==> src/port1_strap_pkg.sv <==
// shared constants for the port 1 strap default logic
package port1_strap_pkg;

    ////////////////////////////////////////////////////////////////////////
    // register byte offsets
    localparam logic [7:0] BASIC_CTRL_OFFSET  = 8'h00;
    localparam logic [7:0] AN_ADVERT_OFFSET   = 8'h04;
    localparam logic [7:0] OP_MODES_OFFSET    = 8'h08;
    localparam logic [7:0] MANUAL_FLOW_OFFSET = 8'h0C;
    localparam logic [7:0] STRAP_STATUS_OFFSET = 8'h10;
    localparam logic [7:0] CFG_CONTROL_OFFSET = 8'h14;

    ////////////////////////////////////////////////////////////////////////
    // field positions
    localparam int BASIC_SPEED_BIT  = 0;
    localparam int BASIC_DUPLEX_BIT = 1;
    localparam int ADV_10HD_BIT     = 5;
    localparam int ADV_10FD_BIT     = 6;
    localparam int MODE_LSB         = 0;
    localparam int MODE_W           = 3;
    localparam int FLOW_BP_BIT      = 0;
    localparam int FLOW_RX_BIT      = 1;
    localparam int FLOW_TX_BIT      = 2;
    localparam int FLOW_MANUAL_BIT  = 3;
    localparam int STATUS_LATCH_LSB = 0;
    localparam int STATUS_EFF_LSB   = 4;
    localparam int STATUS_CAPT_BIT  = 8;
    localparam int CTRL_DIGRST_BIT  = 0;
    localparam int CTRL_RELOAD_BIT  = 1;

    ////////////////////////////////////////////////////////////////////////
    // strap slots and reset values
    localparam int STRAP_SPEED    = 0;
    localparam int STRAP_DUPLEX   = 1;
    localparam int STRAP_BACKPRES = 2;
    localparam int STRAP_PAUSE    = 3;
    localparam int STRAP_COUNT    = 4;
    localparam logic [STRAP_COUNT-1:0] STRAP_UNDRIVEN = 4'hF;
    localparam logic MANUAL_FC_DEFAULT = 1'b0;
    localparam logic MODE_FORCED_TOP   = 1'b0;

    ////////////////////////////////////////////////////////////////////////
    // bus response codes
    localparam logic [1:0] RESP_OKAY   = 2'h0;
    localparam logic [1:0] RESP_SLVERR = 2'h2;

endpackage

==> src/port1_strap_defaults.sv <==
// port 1 strap default logic with axi4-lite register access
//
// Design decisions made here: the AXI4-Lite slave port and the register offsets.
`timescale 1ns/1ps
module port1_strap_defaults
    import port1_strap_pkg::*;
(
    // clock and reset
    input  wire logic                          aclk,
    input  wire logic                          aresetn,
    // axi4-lite write address
    input  wire logic [7:0]                    awaddr,
    input  wire logic                          awvalid,
    output logic                               awready,
    // axi4-lite write data
    input  wire logic [31:0]                   wdata,
    input  wire logic [3:0]                    wstrb,
    input  wire logic                          wvalid,
    output logic                               wready,
    // axi4-lite write response
    output logic [1:0]                         bresp,
    output logic                               bvalid,
    input  wire logic                          bready,
    // axi4-lite read address
    input  wire logic [7:0]                    araddr,
    input  wire logic                          arvalid,
    output logic                               arready,
    // axi4-lite read data
    output logic [31:0]                        rdata,
    output logic [1:0]                         rresp,
    output logic                               rvalid,
    input  wire logic                          rready,
    // configuration strap pins
    input  wire logic                          port1_speed_cfg_input,
    input  wire logic                          port1_duplex_cfg_input,
    input  wire logic                          port1_backpressure_cfg_input,
    input  wire logic                          port1_pause_cfg_input,
    // eeprom loader
    input  wire logic                          eeprom_load_valid,
    input  wire logic [port1_strap_pkg::STRAP_COUNT-1:0] eeprom_strap_value,
    output logic                               eeprom_reload_req,
    // phy and flow control settings
    output logic                               speed_select_low_bit,
    output logic                               duplex_mode_bit,
    output logic                               advert_10fd,
    output logic                               advert_10hd,
    output logic [port1_strap_pkg::MODE_W-1:0] phy_mode,
    output logic                               port1_backpressure_active,
    output logic                               port1_tx_pause_active,
    output logic                               port1_rx_pause_active
);

    ////////////////////////////////////////////////////////////////////////
    // state

    typedef struct packed {
        logic              captured;
        logic              apply;
        logic              reload_req;
        logic [7:0]        awaddr;
        logic              aw_got;
        logic [31:0]       wdata;
        logic [3:0]        wstrb;
        logic              w_got;
        logic              bvalid;
        logic [1:0]        bresp;
        logic              rvalid;
        logic [1:0]        rresp;
        logic [31:0]       rdata;
        logic              speed;
        logic              duplex;
        logic              adv_10fd;
        logic              adv_10hd;
        logic [MODE_W-1:0] mode;
        logic              bp_en;
        logic              rx_en;
        logic              tx_en;
        logic              manual_fc;
        logic              bp_active;
        logic              tx_active;
        logic              rx_active;
    } state_s;

    localparam state_s STATE_RESET = '{
        speed:     STRAP_UNDRIVEN[STRAP_SPEED],
        duplex:    STRAP_UNDRIVEN[STRAP_DUPLEX],
        bp_en:     STRAP_UNDRIVEN[STRAP_BACKPRES],
        rx_en:     STRAP_UNDRIVEN[STRAP_PAUSE],
        tx_en:     STRAP_UNDRIVEN[STRAP_PAUSE],
        manual_fc: MANUAL_FC_DEFAULT,
        mode:      {MODE_FORCED_TOP, STRAP_UNDRIVEN[STRAP_SPEED],
                    STRAP_UNDRIVEN[STRAP_DUPLEX]},
        default:   '0};

    state_s r_reg;
    state_s r_next;

    logic [STRAP_COUNT-1:0] pin_vec;
    logic [STRAP_COUNT-1:0] latched_vec;
    logic [STRAP_COUNT-1:0] eff_vec;
    logic                   capture;
    logic                   restore;
    logic                   wr_fire;
    logic [7:0]             wr_word;
    logic [7:0]             rd_word;

    ////////////////////////////////////////////////////////////////////////
    // strap cells

    assign pin_vec = {port1_pause_cfg_input, port1_backpressure_cfg_input,
                      port1_duplex_cfg_input, port1_speed_cfg_input};

    // first edge after reset release samples every pin once
    assign capture = ~r_reg.captured;

    genvar gi;
    generate
        for (gi = 0; gi < STRAP_COUNT; gi++) begin : g_cell
            strap_cell #(
                .DEFAULT_VALUE (STRAP_UNDRIVEN[gi])
            ) u_cell (
                .aclk            (aclk),
                .aresetn         (aresetn),
                .capture         (capture),
                .restore         (restore),
                .ee_load         (eeprom_load_valid),
                .pin_value       (pin_vec[gi]),
                .ee_value        (eeprom_strap_value[gi]),
                .latched_value   (latched_vec[gi]),
                .effective_value (eff_vec[gi])
            );
        end
    endgenerate

    ////////////////////////////////////////////////////////////////////////
    // bus decode

    assign awready = ~r_reg.aw_got;
    assign wready  = ~r_reg.w_got;
    assign arready = ~r_reg.rvalid;
    assign wr_fire = r_reg.aw_got & r_reg.w_got & ~r_reg.bvalid;
    assign wr_word = {r_reg.awaddr[7:2], 2'h0};
    assign rd_word = {araddr[7:2], 2'h0};

    // control register write: digital reset or reload drops overrides
    assign restore = wr_fire & (wr_word == CFG_CONTROL_OFFSET)
                     & r_reg.wstrb[0]
                     & (r_reg.wdata[CTRL_DIGRST_BIT]
                        | r_reg.wdata[CTRL_RELOAD_BIT]);

    // read mux over the current state
    function automatic logic [33:0] read_word(input logic [7:0] a);
        logic [31:0] d;
        logic [1:0]  resp;
        d    = 32'h0;
        resp = RESP_OKAY;
        case (a)
            BASIC_CTRL_OFFSET: begin
                d[BASIC_SPEED_BIT]  = r_reg.speed;
                d[BASIC_DUPLEX_BIT] = r_reg.duplex;
            end
            AN_ADVERT_OFFSET: begin
                d[ADV_10HD_BIT] = r_reg.adv_10hd;
                d[ADV_10FD_BIT] = r_reg.adv_10fd;
            end
            OP_MODES_OFFSET: begin
                d[MODE_LSB +: MODE_W] = r_reg.mode;
            end
            MANUAL_FLOW_OFFSET: begin
                d[FLOW_BP_BIT]     = r_reg.bp_en;
                d[FLOW_RX_BIT]     = r_reg.rx_en;
                d[FLOW_TX_BIT]     = r_reg.tx_en;
                d[FLOW_MANUAL_BIT] = r_reg.manual_fc;
            end
            STRAP_STATUS_OFFSET: begin
                d[STATUS_LATCH_LSB +: STRAP_COUNT] = latched_vec;
                d[STATUS_EFF_LSB +: STRAP_COUNT]   = eff_vec;
                d[STATUS_CAPT_BIT]                 = r_reg.captured;
            end
            CFG_CONTROL_OFFSET: begin
                d = 32'h0;
            end
            default: begin
                resp = RESP_SLVERR;
            end
        endcase
        return {resp, d};
    endfunction

    ////////////////////////////////////////////////////////////////////////
    // next state

    always_comb begin
        r_next            = r_reg;
        r_next.captured   = 1'b1;
        r_next.reload_req = restore;
        // defaults reload one cycle after the strap cells settle
        r_next.apply      = capture | restore | eeprom_load_valid;

        // write address and data taken in either order
        if (awvalid && awready) begin
            r_next.aw_got = 1'b1;
            r_next.awaddr = awaddr;
        end
        if (wvalid && wready) begin
            r_next.w_got = 1'b1;
            r_next.wdata = wdata;
            r_next.wstrb = wstrb;
        end
        if (r_reg.bvalid && bready) begin
            r_next.bvalid = 1'b0;
        end

        // register write; software may overwrite the defaults
        if (wr_fire) begin
            r_next.aw_got = 1'b0;
            r_next.w_got  = 1'b0;
            r_next.bvalid = 1'b1;
            r_next.bresp  = RESP_OKAY;
            case (wr_word)
                BASIC_CTRL_OFFSET: begin
                    if (r_reg.wstrb[0]) begin
                        r_next.speed  = r_reg.wdata[BASIC_SPEED_BIT];
                        r_next.duplex = r_reg.wdata[BASIC_DUPLEX_BIT];
                    end
                end
                AN_ADVERT_OFFSET: begin
                    if (r_reg.wstrb[0]) begin
                        r_next.adv_10hd = r_reg.wdata[ADV_10HD_BIT];
                        r_next.adv_10fd = r_reg.wdata[ADV_10FD_BIT];
                    end
                end
                OP_MODES_OFFSET: begin
                    if (r_reg.wstrb[0]) begin
                        r_next.mode = r_reg.wdata[MODE_LSB +: MODE_W];
                    end
                end
                MANUAL_FLOW_OFFSET: begin
                    if (r_reg.wstrb[0]) begin
                        r_next.bp_en     = r_reg.wdata[FLOW_BP_BIT];
                        r_next.rx_en     = r_reg.wdata[FLOW_RX_BIT];
                        r_next.tx_en     = r_reg.wdata[FLOW_TX_BIT];
                        r_next.manual_fc = r_reg.wdata[FLOW_MANUAL_BIT];
                    end
                end
                STRAP_STATUS_OFFSET, CFG_CONTROL_OFFSET: begin
                    r_next.bresp = RESP_OKAY;
                end
                default: begin
                    r_next.bresp = RESP_SLVERR;
                end
            endcase
        end

        // read channel
        if (r_reg.rvalid && rready) begin
            r_next.rvalid = 1'b0;
        end
        if (arvalid && arready) begin
            r_next.rvalid              = 1'b1;
            {r_next.rresp, r_next.rdata} = read_word(rd_word);
        end

        // load strap-derived defaults, taking priority over a write
        if (r_reg.apply) begin
            r_next.speed    = eff_vec[STRAP_SPEED];
            r_next.duplex   = eff_vec[STRAP_DUPLEX];
            r_next.adv_10hd = ~eff_vec[STRAP_SPEED];
            r_next.adv_10fd = ~eff_vec[STRAP_SPEED]
                              & eff_vec[STRAP_DUPLEX];
            r_next.mode     = {MODE_FORCED_TOP, eff_vec[STRAP_SPEED],
                               eff_vec[STRAP_DUPLEX]};
            r_next.bp_en    = eff_vec[STRAP_BACKPRES];
            r_next.rx_en    = eff_vec[STRAP_PAUSE];
            r_next.tx_en    = eff_vec[STRAP_PAUSE];
            r_next.manual_fc = MANUAL_FC_DEFAULT;
        end

        // effective flow control toward the datapath
        r_next.bp_active = r_next.bp_en & ~r_next.duplex;
        r_next.tx_active = r_next.manual_fc & r_next.tx_en;
        r_next.rx_active = r_next.manual_fc & r_next.rx_en;
    end

    // state register
    always_ff @(posedge aclk) begin
        if (!aresetn) begin
            r_reg <= STATE_RESET;
        end else begin
            r_reg <= r_next;
        end
    end

    ////////////////////////////////////////////////////////////////////////
    // outputs

    assign bresp                     = r_reg.bresp;
    assign bvalid                    = r_reg.bvalid;
    assign rdata                     = r_reg.rdata;
    assign rresp                     = r_reg.rresp;
    assign rvalid                    = r_reg.rvalid;
    assign eeprom_reload_req         = r_reg.reload_req;
    assign speed_select_low_bit      = r_reg.speed;
    assign duplex_mode_bit           = r_reg.duplex;
    assign advert_10fd               = r_reg.adv_10fd;
    assign advert_10hd               = r_reg.adv_10hd;
    assign phy_mode                  = r_reg.mode;
    assign port1_backpressure_active = r_reg.bp_active;
    assign port1_tx_pause_active     = r_reg.tx_active;
    assign port1_rx_pause_active     = r_reg.rx_active;

endmodule

==> src/strap_cell.sv <==
// one strap bit: latched pin value, loader override and effective value
`timescale 1ns/1ps
module strap_cell #(
    parameter logic DEFAULT_VALUE = 1'b1
) (
    // clock and reset
    input  wire logic aclk,
    input  wire logic aresetn,
    // control pulses
    input  wire logic capture,
    input  wire logic restore,
    input  wire logic ee_load,
    // values in
    input  wire logic pin_value,
    input  wire logic ee_value,
    // values out
    output logic      latched_value,
    output logic      effective_value
);

    typedef struct packed {
        logic latched;
        logic ee_val;
        logic overridden;
        logic eff;
    } cell_s;

    localparam cell_s CELL_RESET = '{latched: DEFAULT_VALUE,
                                     ee_val: DEFAULT_VALUE,
                                     overridden: 1'b0,
                                     eff: DEFAULT_VALUE};

    cell_s cell_reg;
    cell_s cell_next;

    // next state: pins only sampled on capture, loader value wins
    always_comb begin
        cell_next = cell_reg;
        if (capture) begin
            cell_next.latched = pin_value;
        end
        if (restore) begin
            cell_next.overridden = 1'b0;
        end
        if (ee_load) begin
            cell_next.overridden = 1'b1;
            cell_next.ee_val     = ee_value;
        end
        cell_next.eff = cell_next.overridden ? cell_next.ee_val
                                             : cell_next.latched;
    end

    // state register
    always_ff @(posedge aclk) begin
        if (!aresetn) begin
            cell_reg <= CELL_RESET;
        end else begin
            cell_reg <= cell_next;
        end
    end

    assign latched_value   = cell_reg.latched;
    assign effective_value = cell_reg.eff;

endmodule

==> config.mk <==
export PLATFORM = sky130hd
export DESIGN_NAME = port1_strap_defaults
export DESIGN_NICKNAME = d
export VERILOG_FILES = /design/src/port1_strap_pkg.sv /design/src/port1_strap_defaults.sv /design/src/strap_cell.sv
export SDC_FILE = /design/constraint.sdc
export NUM_CORES = 1
export LEC_CHECK = 0
export ABC_AREA = 1
export BUFFER_PORTS_ARGS = -buffer_cell sky130_fd_sc_hd__buf_2
export CORE_UTILIZATION = 52
export CTS_CLUSTER_DIAMETER = 120
export DETAILED_ROUTE_END_ITERATION = 6
export GPL_ROUTABILITY_DRIVEN = 0
export GPL_TIMING_DRIVEN = 1
export PLACE_DENSITY = 0.95
export SLEW_MARGIN = 25
export SYNTH_ARGS = -nofsm -noshare
export SYNTH_HDL_FRONTEND = slang
export SYNTH_SLANG_ARGS = --single-unit
==> constraint.sdc <==
create_clock -name aclk -period 2.1 [get_ports aclk]
set_input_delay 0.42 -clock aclk [delete_from_list [all_inputs] [get_ports aclk]]
set_output_delay 0.42 -clock aclk [all_outputs]
set_load 0.02 [all_outputs]
==> impl_metrics.ini, run 1 <==
[floorplan]
dieArea_mm2 = 0.00584
core_mm2 = 0.00520
die_h_um = 76.4
std_cell_rows = 26
ios = 120
start_util_pct = 55.3
dieWidth_um = 76.4

[placed_design]
placedCellCount = 515
dpl.hpwl_mm = 4.47
portBuffers = 61
pre_cts_ws_ps = 661

[hold_path]
hold_path.startpoint = port1_backpressure_cfg_input
whs_path_depth = 3
hp-class = in -> reg
hold_path_end = g_cell[2].u_cell.latched_value

[critical_path]
cp.arrival_ps = 1630
required_ps = 2310
r2r_start = r_reg[92]
reg2reg_slack_ps = 680
worst_setup_path_start_kind = register
end_kind = register
r2r_end = g_cell[2].u_cell.effective_value
path_class = reg -> reg
r2r_cells = 7
path_max_fanout = 6

[global_route]
grt_use_total_pct = 22.2
antenna_found_initial = 0
grt_pass1_wl_mm = 10.4
first_global_vias = 2479
grt_max_degree = 42
gr-total-overflow = 0

[synthesis]
yosysTopAreaCellShare_pct = 42.4
synth.largest_area_cell = dfxtp_1
synth_top_family_by_area = simple AND/OR/NAND/NOR gates
synth_area_mm2 = 0.00288
synth_compound_area_share_pct = 10.8
avgSynthCellArea_um2 = 7.06
ys_seq_elements = 61
muxShareOfSynthArea_pct = 0
yosysUniqueCellTypes = 23
yosys_warnings = 0
netlist_instances = 408
synth-xor-area-share_pct = 0
yosys-top-cells-area = dfxtp_1 42%, buf_4 10%, nand2_1 10%
synth_edf_count = 0
synth_fa_ha_area_share_pct = 0
ys.flop_type = dfxtp_1
synthArstFlopShare_pct = 0
synthSimpleGateAreaFrac_pct = 28.9
ys_seq_area_share_pct = 42.4

[routing]
via_per_inst = 4.94
dr_total_vias = 2622
drc = 0
wire_per_inst_um = 11.4
ant_nets = 0
first_pass_iters = 6
drt-initial-drc-count = 213
wirelength_mm = 6.06

[cells_and_area]
largest_reg_flops = 21
instances_no_fill = 531
layout-drive-gt1-share_pct = 18.9
utilization_pct = 62.5
n_antenna_cell = 0
layout.nets = 524
area_growth_syn_to_layout_pct = 13.1

[sta]
fin_tns_setup_ps = 0
skew_ps = 7.53
period_share_pct = 67.8
layout_min_cycle_time_ps = 1420
finalSetupViolCount = 0
final-hold-violation-count = 0
worst_slack_ps = 676
max_freq_mhz = 702
rsz0062_at_grt = false
whs_ps = 302
final_max_slew_viol_count = 0

[pwr]
leakage_nw = 1.70
vdd.ir_drop.worst_uv = 451
power.density_mw_per_mm2 = 871

[clock_network]
clockRootBuffer = clkbuf_8
clk_latency_ps = 340
clock_sinks = 61
clk_path_buf_depth = 2
postCtsSetupRepairBufs = 0
holdBufCountCts = 0
clk_pin_slew_ps = 70
htree_levels = 3
post_cts_resized = 0
cts_inserted_buffers = 9
cts_tree = done

[job]
drv_cap = 0

[status]
outcome = finished clean
[through the flow]
stage                     cell area [um^2]  total power, W
after floorplan                       2970         0.00163
after global placement                3030         0.00167
after detailed placement              3030         0.00169
after CTS                             3260         0.00284
after global routing                  3260         0.00295
final                                 3260         0.00284
[layout make-up]
type | count | area (um^2)
fillers | 441 | 1950
multi-input cells | 276 | 1240
well taps | 70 | 87.6
flip-flops and latches | 61 | 1220
clock inverters | 4 | 70.1
inverters | 46 | 173
clock buffers | 12 | 155
repair buffers | 62 | 313
[power breakdown]
part / leakage [nW] / internal (W) / switching [W]
logic: 1.07 / 0.000118 / 0.000264
clock network: 0.116 / 0.000729 / 0.000439
registers: 0.505 / 0.00124 / 0.0000499
[cells in the mapped netlist, types with 3 or more instances]
cell and n:
o21ai_0 27, buf_4 40, nor2_1 56, a21oi_1 25
inv_1 45, o211ai_1 4, nor3_1 3, nand2_1 80
clkbuf_1 5, nand3_1 41, buf_2 4, dfxtp_1 61
[per-layer routing]
layer	share of wire (%)	global-route usage [%]	up-vias
met5	0	0	-
met4	2.0	8.85	0
met3	6.6	7.07	14
met2	49	37.9	106
met1	43	25.7	1172
li1	-	-	1330
[logic make-up (layout without fill, tap and decap cells)]
| logic type | count (synthesis) | after routing |
|---|---|---|
| AOI/OAI and AO/OA | 59 | 59 |
| buffers and inverters | 95 | 124 |
| DFF | 61 | 61 |
| other | 1 | 25 |
| and+or+nand+nor | 192 | 192 |
[worst max-delay path: stages, from the launching register on]
cell and delay (ps):
dfxtp_1 380, inv_1 120, nor3_2 240, nand2_1 200, nand2_1 150, nand2_1 60
nand2_1 70, nand3_1 70
[worst max-delay path by stage]
stage / start / endpoint / slack (ps) / cells past startpoint
global placement: araddr[7] / rdata[3] / 700 / 8
detailed placement: araddr[5] / rdata[5] / 660 / 8
finish: r_reg[92] / g_cell[2].u_cell.effective_value / 680 / 7
global route: r_reg[92] / g_cell[2].u_cell.effective_value / 510 / 7
floorplan: rvalid / rdata[3] / 780 / 6
CTS: r_reg[89] / awready / 700 / 2
[placed cells by master (no fill, tap or decap), types with 2 or more instances in the layout]
| cell | instances |
|---|---|
| nor2_4 | 2 |
| a21oi_1 | 25 |
| nor2_2 | 2 |
| clkinv_2 | 2 |
| dfxtp_1 | 61 |
| bufinv_16 | 2 |
| nand4_1 | 2 |
| nand2_2 | 2 |
| nand2_1 | 80 |
| o21ai_0 | 27 |
| nand3_2 | 2 |
| clkbuf_8 | 11 |
| nor3_1 | 3 |
| nor3_2 | 2 |
| buf_2 | 61 |
| o211ai_1 | 4 |
| conb_1 | 25 |
| nand3_1 | 41 |
| inv_1 | 45 |
| nor2_1 | 56 |
(Power assumes the default switching activity.)
==> run 2, diff against run 1 <==
CORE_UTILIZATION = 48   (was 52)
PLACE_DENSITY = 0.9   (was 0.95)
clock period = 1.39 ns   (was 2.1 ns; I/O delays follow)
==> run 2 against run 1 <==
Net effect: final cell count is 2.6% higher; critical path type unchanged; design area up 4.2%; non-clock buffer count rose by 11; setup slack got worse by 650 ps; total power increased by 55%; largest power group unchanged; critical path depth fell by 1; sequential power increased by 51%; via count up 2.4%; flip-flop and latch count stayed put; first-iteration DRC count is 2.8% lower; hold slack worse by 140 ps; highest routed layer unchanged; combinational power rose by 65%.
==> impl_metrics.ini, run 2 (same netlist as run 1, synthesis figures left out) <==
[critical_path]
critPathLaunch = r_reg[92]
reg2reg_slack_ps = 20
worst_setup_path_start_kind = register
crit_top_cell = inv_1
worstPathCellList = inv_1, nand2_1, nor3_2, inv_1, nand3_1, o211ai_1
cp_num_cells = 6
required_ps = 1610
r2r_cells = 6
cp.arrival_ps = 1590
crit_end = phy_mode[0]
end_kind = register
slowest_delay_ps = 350
r2r_start = r_reg[92]
crit_slowest_cell = dfxtp_1
path_delay_family = simple AND/OR/NAND/NOR gates
r2r_end = phy_mode[0]
path_class = reg -> reg
path_max_fanout = 5
critPathBufInv = 2

[pwr]
vdd.ir_drop.worst_uv = 912
power.density_mw_per_mm2 = 1300
p_sw_share_pct = 27.6
intPower_w = 0.00318
p_switching_w = 0.00121
total_power_w = 0.00439
seqPwrFrac_pct = 44.3
comb_power_share_pct = 14.3
leakage_nw = 1.75
p_clk_share_pct = 41.4

[clock_network]
clk_pin_slew_ps = 70
clk_latency_ps = 350
htree_levels = 3
clock_sinks = 61
clockRootBuffer = clkbuf_8
clk_path_buf_depth = 2
cts_inserted_buffers = 9
cts_tree = done

[floorplan]
die_h_um = 79.4
start_util_pct = 51.0
core_mm2 = 0.00564
std_cell_rows = 27
ios = 120
dieArea_mm2 = 0.00631
dieWidth_um = 79.4

[cells_and_area]
layout_common_cells = 73 x nand2_1, 61 x dfxtp_1, 61 x buf_2
final_common_cell = nand2_1
instances_no_fill = 545
fin_area_mm2 = 0.00339
layout-drive-gt1-share_pct = 23.3
utilization_pct = 60.1
area_growth_syn_to_layout_pct = 17.8
n_antenna_cell = 0
largest_reg_flops = 21
layout.nets = 536

[global_route]
grt_use_total_pct = 22.1
antenna_found_initial = 0
gr-total-overflow = 0
grt_pass1_wl_mm = 10.7
first_global_vias = 2523
grt_max_degree = 27

[routing]
wirelength_mm = 6.53
dr_total_vias = 2684
via_per_inst = 4.92
drc = 0
drt-initial-drc-count = 207
wire_per_inst_um = 12.0
first_pass_iters = 4
ant_nets = 0

[placed_design]
portBuffers = 61
place_area_mm2 = 0.00308
placedCellCount = 523
dpl.hpwl_mm = 4.68

[job]
drv_cap = 0

[status]
outcome = finished clean

[sta]
final_max_slew_viol_count = 0
layout_min_cycle_time_ps = 1370
period_share_pct = 98.3
final-hold-violation-count = 0
skew_ps = 6.24
rsz0062_at_grt = true
max_freq_mhz = 732
finalSetupViolCount = 0
fin_tns_setup_ps = 0

[hold_path]
hp-class = in -> reg
-- run 2: cell count changes in the layout (fill, tap and decap cells not counted), moves of 2 or more --
cell / change
nand2_2: +6
clkinv_2: -2
nor2_2: +2
nor2_1: -2
buf_4: +11
clkinvlp_4: +4
nand2_1: -7
-- run 2: worst register-to-register path, cell delays in order (launching register included) --
cell and delay, ps:
dfxtp_1 350, inv_1 190, nand2_1 100, nor3_2 290, inv_1 130, nand3_1 100
o211ai_1 80
-- run 2: layer usage --
metal  up-vias  global-route usage [%]  wire length [um]
met1      1196                    26.3              2850
met4         0                    12.0               201
li1       1355                       -                 -
met5         -                       0                 0
met2       113                    36.2              3090
met3        20                    5.60               396
-- run 2: layout make-up --
type / instances / area [um^2]
clock buffer: 11 / 151
multi-input combinational: 276 / 1270
timing repair inverter: 1 / 5.00
fill: 499 / 2250
timing repair buffer: 73 / 395
sequential: 61 / 1220
tap: 72 / 90.1
clock inverter: 5 / 82.6
inverter: 46 / 176
-- run 2: timing repair --
action	4_1_cts	5_1_grt
setup buffers	0	5
hold buffers	0	0
setup endpoints to repair	4	10
gates cloned	0	1
pin swaps	0	1
gates resized for setup	1	12
-- run 2: power by group through the flow --
stage                     combinational [W]  sequential (W)  clock, W
after floorplan                    0.000488         0.00197         0
after global placement             0.000568         0.00197         0
after detailed placement           0.000585         0.00198         0
after CTS                          0.000593         0.00194   0.00183
after global routing               0.000703         0.00196   0.00193
final                              0.000629         0.00195   0.00182
-- run 2: worst min path at each step --
stage / cells after the start / endpoint / slack, ps / start
2_1_floorplan: 0 / r_reg[100] / 310 / aresetn
3_3_place_gp: 2 / g_cell[2].u_cell.cell_reg[2] / 430 / g_cell[2].u_cell.cell_reg[2]
3_5_place_dp: 2 / g_cell[3].u_cell.cell_reg[2] / 450 / g_cell[3].u_cell.cell_reg[2]
4_1_cts: 3 / g_cell[0].u_cell.cell_reg[2] / 150 / eeprom_strap_value[0]
5_1_grt: 3 / g_cell[1].u_cell.latched_value / 180 / port1_duplex_cfg_input
6_report: 3 / g_cell[0].u_cell.cell_reg[2] / 160 / eeprom_strap_value[0]
-- run 2: stage by stage --
stage | setup slack, ps | hold WS, ps
after detailed placement | -17.5 | 447
after global placement | 66.2 | 433
after CTS | 7.45 | 154
after floorplan | 66.5 | 306
after global routing | -91.9 | 178
final | 23.5 | 160
